## src/inc/frt_pkg.sv

```systemverilog
// Package of constants and carrier types for the fault, tracking and margin supervisor.
package frt_pkg;

  localparam int CLK_MHZ = 40;
  // Retry delay between restart attempts, in microseconds.
  localparam int RETRY_DELAY_US = 100;
  localparam int RETRY_DELAY_CYC = RETRY_DELAY_US * CLK_MHZ;
  // Run-on delay before a delayed shutdown, in microseconds.
  localparam int RUNON_DELAY_US = 50;
  localparam int RUNON_DELAY_CYC = RUNON_DELAY_US * CLK_MHZ;
  localparam logic [3:0] RETRY_COUNT_RST = 4'h3;

  localparam logic signed [8:0] TEMP_LIMIT_RST = 9'sh07D;
  localparam logic [7:0] TEMP_HYST = 8'h0F;
  localparam logic [6:0] TRACK_RATIO_RST = 7'h32;
  localparam logic [6:0] TRACK_RATIO_FULL = 7'h64;
  localparam logic [6:0] TRACK_RATIO_HALF = 7'h32;
  localparam logic [4:0] MARGIN_PCT_RST = 5'h05;
  localparam logic [4:0] MARGIN_PCT_MAX = 5'h0A;
  localparam logic [7:0] MARGIN_RATE_RST = 8'h01;

  typedef enum logic [2:0] {
    RESP_RETRY_FOREVER = 3'h0,
    RESP_RETRY_COUNT = 3'h1,
    RESP_DELAY_OFF = 3'h2,
    RESP_IGNORE = 3'h3,
    RESP_SHUTDOWN = 3'h4
  } frt_resp_type;

  typedef enum logic [1:0] {
    MGN_NOMINAL = 2'h0,
    MGN_LOW = 2'h1,
    MGN_HIGH = 2'h2
  } frt_margin_type;

  typedef struct packed {
    frt_resp_type resp;
    logic [3:0] retries;
  } frt_fault_cfg_type;

  typedef struct packed {
    logic enable;
    logic ratiometric;
    logic [6:0] ratio;
    logic limit_by_ref;
    logic follow_always;
  } frt_track_cfg_type;

  typedef struct packed {
    logic [4:0] high_pct;
    logic [4:0] low_pct;
    logic low_to_zero;
    logic [7:0] rate;
  } frt_margin_cfg_type;

endpackage

```

## src/rtl/frt_supervisor.sv

```systemverilog
// Fault response, tracking configuration and margin control supervisor.
`timescale 1ns/1ps
`default_nettype none
module frt_supervisor (
  input wire logic mclk,
  input wire logic rst,
  input wire logic oc_fault,
  input wire logic signed [8:0] die_temp,
  input wire frt_pkg::frt_fault_cfg_type oc_cfg,
  input wire frt_pkg::frt_fault_cfg_type ot_cfg,
  input wire logic temp_limit_wr,
  input wire logic signed [8:0] temp_limit_in,
  input wire logic restart_cmd,
  input wire logic [2:0] ss_strap_code,
  input wire logic track_cfg_wr,
  input wire frt_pkg::frt_track_cfg_type track_cfg_in,
  input wire logic [1:0] margin_select,
  input wire logic margin_cmd_wr,
  input wire frt_pkg::frt_margin_type margin_cmd_in,
  input wire logic margin_cmd_release,
  input wire logic margin_limit_wr,
  input wire frt_pkg::frt_margin_cfg_type margin_limit_in,
  input wire logic alert_clear,
  output logic output_enable,
  output logic use_softstart,
  output frt_pkg::frt_track_cfg_type track_cfg,
  output frt_pkg::frt_margin_type margin_active,
  output frt_pkg::frt_margin_cfg_type margin_cfg,
  output logic signed [8:0] temp_limit,
  output logic oc_latched_off,
  output logic ot_latched_off,
  output logic bus_alert_out
);
  import frt_pkg::*;

  typedef enum logic [3:0] {
    FS_RUN = 4'b0001,
    FS_RUNON = 4'b0010,
    FS_OFF = 4'b0100,
    FS_LATCH = 4'b1000
  } frt_fstate_type;

  typedef struct packed {
    frt_fstate_type st;
    logic [17:0] cnt;
    logic [3:0] tries;
  } frt_fault_type;

  typedef struct packed {
    frt_fault_type oc;
    frt_fault_type ot;
    logic signed [8:0] limit;
    frt_track_cfg_type trk;
    logic cmd_owns_margin;
    frt_margin_type cmd_margin;
    frt_margin_cfg_type mcfg;
    logic alert;
    logic [2:0] strap_seen;
  } frt_state_type;

  frt_state_type cur_ff;
  frt_state_type nxt_ff;

  logic ot_over;
  logic ot_cool;
  logic signed [9:0] cool_thr;

  // One response machine serves both faults, so the five behaviours match.
  function automatic frt_fault_type step_fault(frt_fault_type f,
      frt_fault_cfg_type cfg, logic flt, logic ok, logic cmd);
    frt_fault_type n;
    n = f;
    unique case (f.st)
      FS_RUN: begin
        if (flt) begin
          unique case (cfg.resp)
            RESP_IGNORE: n.st = FS_RUN;
            RESP_DELAY_OFF: begin
              n.st = FS_RUNON;
              n.cnt = 18'(RUNON_DELAY_CYC);
            end
            RESP_RETRY_COUNT: begin
              n.st = FS_OFF;
              n.cnt = 18'(RETRY_DELAY_CYC);
              n.tries = cfg.retries;
            end
            RESP_RETRY_FOREVER: begin
              n.st = FS_OFF;
              n.cnt = 18'(RETRY_DELAY_CYC);
            end
            default: begin
              n.st = FS_OFF;
              n.cnt = 18'h00000;
            end
          endcase
        end
      end
      FS_RUNON: begin
        if (!flt) begin
          n.st = FS_RUN;
        end else if (f.cnt == 18'h00000) begin
          n.st = FS_LATCH;
        end else begin
          n.cnt = f.cnt - 18'h00001;
        end
      end
      FS_OFF: begin
        if (f.cnt != 18'h00000) begin
          n.cnt = f.cnt - 18'h00001;
        end else if (ok) begin
          n.st = FS_RUN;
        end else if (cfg.resp == RESP_RETRY_COUNT) begin
          if (f.tries == 4'h0) begin
            n.st = FS_LATCH;
          end else begin
            n.tries = f.tries - 4'h1;
            n.cnt = 18'(RETRY_DELAY_CYC);
          end
        end else if (cfg.resp == RESP_RETRY_FOREVER) begin
          n.cnt = 18'(RETRY_DELAY_CYC);
        end
      end
      FS_LATCH: begin
        if (cmd) begin
          n.st = FS_RUN;
        end
      end
      default: n.st = FS_OFF;
    endcase
    return n;
  endfunction

  assign ot_over = die_temp > cur_ff.limit;
  // Both operands are signed so a negative limit keeps its sign.
  assign cool_thr = 10'(cur_ff.limit) - signed'(10'(TEMP_HYST));
  assign ot_cool = 10'(die_temp) <= cool_thr;

  always_comb begin
    nxt_ff = cur_ff;
    nxt_ff.oc = step_fault(cur_ff.oc, oc_cfg, oc_fault, !oc_fault,
                           restart_cmd);
    nxt_ff.ot = step_fault(cur_ff.ot, ot_cfg, ot_over, ot_cool,
                           restart_cmd);
    if (temp_limit_wr) begin
      nxt_ff.limit = temp_limit_in;
    end
    // The strap is sampled on every change so a late-settling pin still wins.
    nxt_ff.strap_seen = ss_strap_code;
    if (ss_strap_code != cur_ff.strap_seen) begin
      nxt_ff.trk.ratio = ss_strap_code[2] ? TRACK_RATIO_HALF
                                          : TRACK_RATIO_FULL;
      nxt_ff.trk.ratiometric = ss_strap_code[2];
      nxt_ff.trk.limit_by_ref = ss_strap_code[1];
      nxt_ff.trk.follow_always = ss_strap_code[0];
    end
    if (track_cfg_wr) begin
      nxt_ff.trk = track_cfg_in;
    end
    if (margin_cmd_wr) begin
      nxt_ff.cmd_owns_margin = 1'b1;
      nxt_ff.cmd_margin = margin_cmd_in;
    end else if (margin_cmd_release) begin
      nxt_ff.cmd_owns_margin = 1'b0;
    end
    if (margin_limit_wr) begin
      nxt_ff.mcfg = margin_limit_in;
      if (margin_limit_in.high_pct > MARGIN_PCT_MAX) begin
        nxt_ff.mcfg.high_pct = MARGIN_PCT_MAX;
      end
      if (margin_limit_in.low_pct > MARGIN_PCT_MAX) begin
        nxt_ff.mcfg.low_pct = MARGIN_PCT_MAX;
      end
    end
    // A new fault entry wins over a clear in the same cycle.
    if (alert_clear) begin
      nxt_ff.alert = 1'b0;
    end
    if ((cur_ff.oc.st == FS_RUN && oc_fault) ||
        (cur_ff.ot.st == FS_RUN && ot_over)) begin
      nxt_ff.alert = 1'b1;
    end
    if (rst) begin
      nxt_ff.oc = '{st: FS_RUN, cnt: 18'h00000, tries: 4'h0};
      nxt_ff.ot = '{st: FS_RUN, cnt: 18'h00000, tries: 4'h0};
      nxt_ff.limit = TEMP_LIMIT_RST;
      nxt_ff.trk = '{enable: 1'b0, ratiometric: 1'b1,
                     ratio: TRACK_RATIO_RST, limit_by_ref: 1'b0,
                     follow_always: 1'b0};
      nxt_ff.cmd_owns_margin = 1'b0;
      nxt_ff.cmd_margin = MGN_NOMINAL;
      nxt_ff.mcfg = '{high_pct: MARGIN_PCT_RST, low_pct: MARGIN_PCT_RST,
                      low_to_zero: 1'b0, rate: MARGIN_RATE_RST};
      nxt_ff.alert = 1'b0;
      nxt_ff.strap_seen = ss_strap_code;
    end
  end

  always_ff @(posedge mclk) begin
    cur_ff <= nxt_ff;
  end

  // The pin code 2'b11 is the floating level and means nominal.
  always_comb begin
    if (cur_ff.cmd_owns_margin) begin
      margin_active = cur_ff.cmd_margin;
    end else if (margin_select == 2'b10) begin
      margin_active = MGN_HIGH;
    end else if (margin_select == 2'b01) begin
      margin_active = MGN_LOW;
    end else begin
      margin_active = MGN_NOMINAL;
    end
  end

  assign output_enable = (cur_ff.oc.st inside {FS_RUN, FS_RUNON}) &&
                         (cur_ff.ot.st inside {FS_RUN, FS_RUNON});
  assign use_softstart = !cur_ff.trk.enable;
  assign track_cfg = cur_ff.trk;
  assign margin_cfg = cur_ff.mcfg;
  assign temp_limit = cur_ff.limit;
  assign oc_latched_off = cur_ff.oc.st == FS_LATCH;
  assign ot_latched_off = cur_ff.ot.st == FS_LATCH;
  assign bus_alert_out = cur_ff.alert;
endmodule // frt_supervisor
`default_nettype wire

```

## config.mk

```make
export PLATFORM = sky130hd
export DESIGN_NAME = frt_supervisor
export DESIGN_NICKNAME = d
export VERILOG_FILES = /design/src/inc/frt_pkg.sv /design/src/rtl/frt_supervisor.sv
export SDC_FILE = /design/constraint.sdc
export NUM_CORES = 1
export LEC_CHECK = 0
export BUFFER_PORTS_ARGS = -buffer_cell sky130_fd_sc_hd__buf_2
export CAP_MARGIN = 20
export CORE_MARGIN = 8
export CORE_UTILIZATION = 45
export CTS_CLUSTER_DIAMETER = 100
export DETAILED_ROUTE_END_ITERATION = 10
export PLACE_DENSITY = 0.76
export RECOVER_POWER = 100
export SKIP_CTS_REPAIR_TIMING = 1
export SLEW_MARGIN = 10
export SYNTH_ARGS = -nofsm -noshare
export SYNTH_HDL_FRONTEND = slang
export SYNTH_SLANG_ARGS = --single-unit
export TNS_END_PERCENT = 20
```

## constraint.sdc

```tcl
create_clock -name mclk -period 5.9 [get_ports mclk]
set_input_delay 1.18 -clock mclk [delete_from_list [all_inputs] [get_ports mclk]]
set_output_delay 1.18 -clock mclk [all_outputs]
set_load 0.02 [all_outputs]
```

Yosys cells after proc, flatten, opt, wreduce, memory -nomap -nowiden
Index checks and enable logic that the tools add are counted.

storage, ports and cells
  word-level logic and storage cells = 165
  flip-flop bits (word level) = 98
  input bits = 79

cells by class
  $lt $le $gt $ge = 4
  eq/ne operators = 49
  multiplexer cells = 57
  reduce and logical (&&, ||, !) cells = 30
  add/subtract/negate cells = 5

operators by type and width
  kind                                                 number
  one-hot mux 18 bit (3 select lines)                  4
  two-way mux 18 bit                                   10
  two-way mux 22 bit                                   4
  two-way mux 4 bit                                    19
  two-way mux 26 bit                                   2
  != test 2 bit (second input constant)                20
  logical NOT 18 bit                                   2
  nonzero test 18 bit                                  2
  subtractor 18 x 1 -> 18 bit (second input constant)  2
  one-hot mux 4 bit (4 select lines)                   2
  != test 3 bit (second input constant)                8
  two-way mux 10 bit                                   2
  != test 4 bit (second input constant)                4
  one-hot mux 4 bit (2 select lines)                   2
  AND reduction 8 bit                                  2
  AND reduction 7 bit                                  2
  nonzero test 2 bit                                   7
  == test 3 x 2 -> 1 bit (second input constant)       4
  one-hot mux 3 bit (2 select lines)                   2
  AND reduction 6 bit                                  2
  > comparator 5 x 4 -> 1 bit (second input constant)  2
  <= comparator 9 x 10 -> 1 bit                        1
  two-way mux 5 bit                                    2
  subtractor 9 x 5 -> 10 bit (second input constant)   1
  other kinds (20)                                     37

Logic depth before layout (Yosys ltp)
  word-level depth = 6
  mapped depth = 15

Worst setup path after synthesis
No wires, ideal clock.

  path type = input to register
  from = input port die_temp[2]
  to = register cur_ff[55] (netlist bit)
  setup time = 0.135 ns
  arrival = 3.158 ns
  path buffers = 2
  data required time = 5.765 ns
  setup slack = 2.607 ns
  stages = 10
  cell sequence = ha_1 > nand4_1 > o221a_2 > o21ai_0 > a2bb2oi_1 > nand2_1 > buf_4 > buf_6 > o311ai_0 > o41ai_1

on the way
  longest elaborated chain between the ends = 3

RTL lines
  what                                                                        RTL line                                      source
  start: declaration                                                          frt_supervisor.sv:8                           input wire logic signed [8:0] die_temp,
  <= comparator 9 x 10 -> 1 bit / > comparator 9 bit (equally long branches)  frt_supervisor.sv:136, frt_supervisor.sv:133
  != test 3 bit (no line) / != test 2 bit (equally long branches)             --
  AND reduction 8 bit (no line) *                                             --
  end signal: assignment                                                      frt_supervisor.sv:199                         cur_ff <= nxt_ff;
  end: declaration                                                            frt_supervisor.sv:61                          frt_state_type cur_ff;

Every way passes the cells marked *; elsewhere a longest branch is shown, timed or not.
A chain may end at the register's enable or synchronous reset.

Worst setup path after layout
  from = register cur_ff, in the netlist temp_limit[0]
  to = register cur_ff[61] (netlist bit)

on the way
  longest elaborated chain between the ends = 4

RTL lines
  what                             RTL line               source
  subtractor 9 x 5 -> 10 bit       frt_supervisor.sv:135  assign cool_thr = 10'(cur_ff.limit) - signed'(10'(TEMP_HYST));
  <= comparator 9 x 10 -> 1 bit    frt_supervisor.sv:136  assign ot_cool = 10'(die_temp) <= cool_thr;
  != test 3 bit (no line)          --
  AND reduction 8 bit (no line) *  --

Marks and branches as above.

==> impl_metrics.env <==
export IMPL_wl_per_cell_um=15.0
export IMPL_syn_area_per_cell_um2=7.94
export IMPL_powerDensity_nw_per_um2=374
export IMPL_synth_fa_ha_area_frac=0.0569
export IMPL_ys_flop_type="dfxtp_1"
export IMPL_timing_final_ws_setup_ps=1740
export IMPL_antenna_found_initial=0
export IMPL_path_clk_slew_ps=70
export IMPL_status="finished with violations"
export IMPL_max_stage_delay_ps=620
export IMPL_coreArea_um2=13100
export IMPL_synth_compound_area_frac=0.217
export IMPL_crit_required_ps=6000
export IMPL_num_vias=5535
export IMPL_cts_buffers=9
export IMPL_pwr_share_clk=0.238
export IMPL_fin_crit_sh=0.705
export IMPL_synth_xor_area_share=0.0266
export IMPL_synth_nets=853
export IMPL_clockRootBuffer="clkbuf_16"
export IMPL_synthArstFlopShare=0
export IMPL_critPathMaxFanout=20
export IMPL_setup_viol=0
export IMPL_dpl_hpwl_um=11000
export IMPL_synth_top_family_by_area="simple AND/OR/NAND/NOR gates"
export IMPL_fmax_mhz=240
export IMPL_grt_use_total=0.174
export IMPL_synthToLayoutAreaGrowth_pct=10.6
export IMPL_synth_edf_count=0
export IMPL_drtIter0Drc=411
export IMPL_slowest_stage="clkbuf_1"
export IMPL_grt_pass1_vias=5333
export IMPL_worst_pin_slew_ps=2920
export IMPL_globalplace_congestion=0.855
export IMPL_ir_worst_vdd_mv=0.179
export IMPL_crit_chain="inv_1, o41ai_1, nor3_1, xnor2_1, ha_1, a21oi_1, o211ai_1, a221oi_1, o21ai_0, a21oi_1, clkbuf_1, or4_1, a21oi_1"
export IMPL_syn_inst=747
export IMPL_timing_critical_path_max_delay_family="compound AO/OA/AOI/OAI gates"
export IMPL_switching_power_uw=1040
export IMPL_drive_gt1_frac=0.129
export IMPL_final_fill_count=1298
export IMPL_via_per_inst=5.59
export IMPL_final_antenna_net_count=0
export IMPL_critPathLaunchType="flop"
export IMPL_cp_arrival_ps=4260
export IMPL_cts_sinks=98
export IMPL_path_class="reg2reg"
export IMPL_placedCellCount=975
export IMPL_critical_path_buf_inv_count=2
export IMPL_tns_ps=0
export IMPL_slew_viol_final=60
export IMPL_die_y_um=131
export IMPL_clk_latency_ps=350
export IMPL_switching_share=0.426
export IMPL_dr_pass1_iters=5
export IMPL_post_route_min_period_ps=4160
export IMPL_finalHoldWorstSlack_ps=462
export IMPL_cts_htree_levels=3
export IMPL_yosys_cell_types_count=70
export IMPL_grt_pass1_wl_um=24500
export IMPL_synth_simple_area_share=0.237
export IMPL_post_place_ws_ps=1890
export IMPL_dieArea_um2=17100
export IMPL_grt_start_max_net_pins=60
export IMPL_cp_common_cell="a21oi_1"
export IMPL_ys_seq_area_frac=0.331
export IMPL_routed_wl_um=14900
export IMPL_n_antenna_cell=0
export IMPL_drc=0
export IMPL_top_level_ports=125
export IMPL_violations="max-capacitance violations, max-slew violations"
export IMPL_yosysWarnings=0
export IMPL_gr_total_overflow=0
export IMPL_clockBufferDepth=2
export IMPL_die_width_um=131
export IMPL_rsz0062_at_grt="false"
export IMPL_rows=42
export IMPL_intPower_uw=1410
export IMPL_report_final_hold_viol_count=0
export IMPL_synth_seq_cells=98
export IMPL_fin_nets=916
export IMPL_combPwrFrac=0.415
export IMPL_start_util=0.453
export IMPL_power_frac_seq=0.347
export IMPL_p_leak_uw=0.00267
export IMPL_clock_skew_ps=8.17
export IMPL_hp_class="reg2reg"
export IMPL_tritoncts="done"
export IMPL_stdcell_count=991
export IMPL_drv_cap=1
export IMPL_worstSetupEndpointType="flop"
export IMPL_io_buffer_count=124
export IMPL_syn_area_um2=5930
export IMPL_slew_headroom=-0.947
export IMPL_synth_mux_area_fraction=0.0321
## power groups by stage
stage / Combinational, uW / Clock, uW / Sequential (uW)
3_3_place_gp: 1000 / 0 / 859
5_1_grt: 1140 / 617 / 866
6_report: 1020 / 583 / 851
4_1_cts: 1020 / 595 / 847
3_5_place_dp: 1010 / 0 / 862
2_1_floorplan: 851 / 0 / 824
## worst reg2reg max path, cell delays in order (launching register included)
cell,delay (ps)
dfxtp_1,430
inv_1,120
o41ai_1,570
nor3_1,150
xnor2_1,160
ha_1,290
a21oi_1,180
o211ai_1,100
a221oi_1,510
o21ai_0,280
a21oi_1,220
clkbuf_1,620
or4_1,220
a21oi_1,60
## area by class of cell
class,count,area [um2],share of cell area
Timing Repair Buffer,127,568,0.0866
Clock inverter,7,68.8,0.0105
Inverter,38,143,0.0217
Multi-Input combinational cell,536,3380,0.514
Tap cell,176,220,0.0336
Sequential cell,98,1960,0.299
Clock buffer,9,225,0.0343
## kinds of logic after synthesis
kind of cell / Yosys count
buffers and inverters: 113
XOR/XNOR: 18
flip-flops: 98
multiplexers: 19
adder cells (fa/ha/maj): 27
AO/OA/AOI/OAI: 194
AND/OR/NAND/NOR: 278
## per-stage QoR
stage	util	total power (uW)	area [um2]
6_report	0.502	2450	6560
5_1_grt	0.502	2620	6560
3_3_place_gp	0.485	1860	6340
2_1_floorplan	-	1680	5930
4_1_cts	0.507	2460	6640
3_5_place_dp	0.485	1870	6340
## registers in the layout, indices dropped and copies added, names as in the netlist
name           flops
margin_cfg        19
temp_limit         9
cur_ff            58
bus_alert_out      1
track_cfg         11
## layout by cell type, fill, tap and decap left out, drive strengths merged, types with 6 or more instances in the layout
cell / instances
o31ai: 9
a31oi: 11
o311ai: 13
xnor2: 12
ha: 27
o21ai: 40
buf: 73
clkbuf: 63
inv: 40
and3: 7
a21oi: 56
mux2i: 19
o41ai: 8
nor2: 89
nand2b: 9
nand4: 10
nor3: 26
nand3: 16
nor2b: 9
nand2: 65
nor4: 13
dfxtp: 98
nor4b: 6
a211oi: 10
xor2: 6
o211ai: 10
## path summary, 6_finish.rpt
path	from	slack, ps	depth (start not counted)	endpoint
setup / recovery	temp_limit[0]	1740	13	cur_ff[61]
hold / removal	cur_ff[83]	460	2	cur_ff[83]
setup reg to reg	temp_limit[0]	1740	13	cur_ff[61]
hold reg to reg	cur_ff[83]	460	2	cur_ff[83]
## metal layers
layer	track usage	wire length (um)	up-vias
met5	0	0	-
met4	0.0473	167	0
met3	0.0528	1120	19
met2	0.273	6500	206
met1	0.227	7070	2514
li1	-	-	2796
## Yosys cell counts, drive strengths merged (4+ instances only)
cell	count	area [um2]
buf	51	362
nor2b	9	56.3
clkbuf	24	91.3
o41ai	8	70.1
xor2	6	52.6
nor3	26	140
a21oi	56	299
or4b	5	53.8
or3	4	25.0
mux2i	19	190
ha	27	338
a31oi	11	68.8
nand4	10	62.6
o311ai	13	114
inv	36	135
nand3b	4	30.0
nor3b	5	37.5
o31ai	9	67.6
or4	5	37.5
nor4b	6	71.3
nor2	89	334
o21ai	40	200
a211oi	10	75.1
nor4	13	93.8
a21o	5	37.5
xnor2	12	105
nand3	16	80.1
o211ai	10	75.1
and3	7	43.8
dfxtp	98	1960
nand2b	9	56.3
a22oi	5	37.5
nand2	65	244
(Power assumes the default switching activity.)
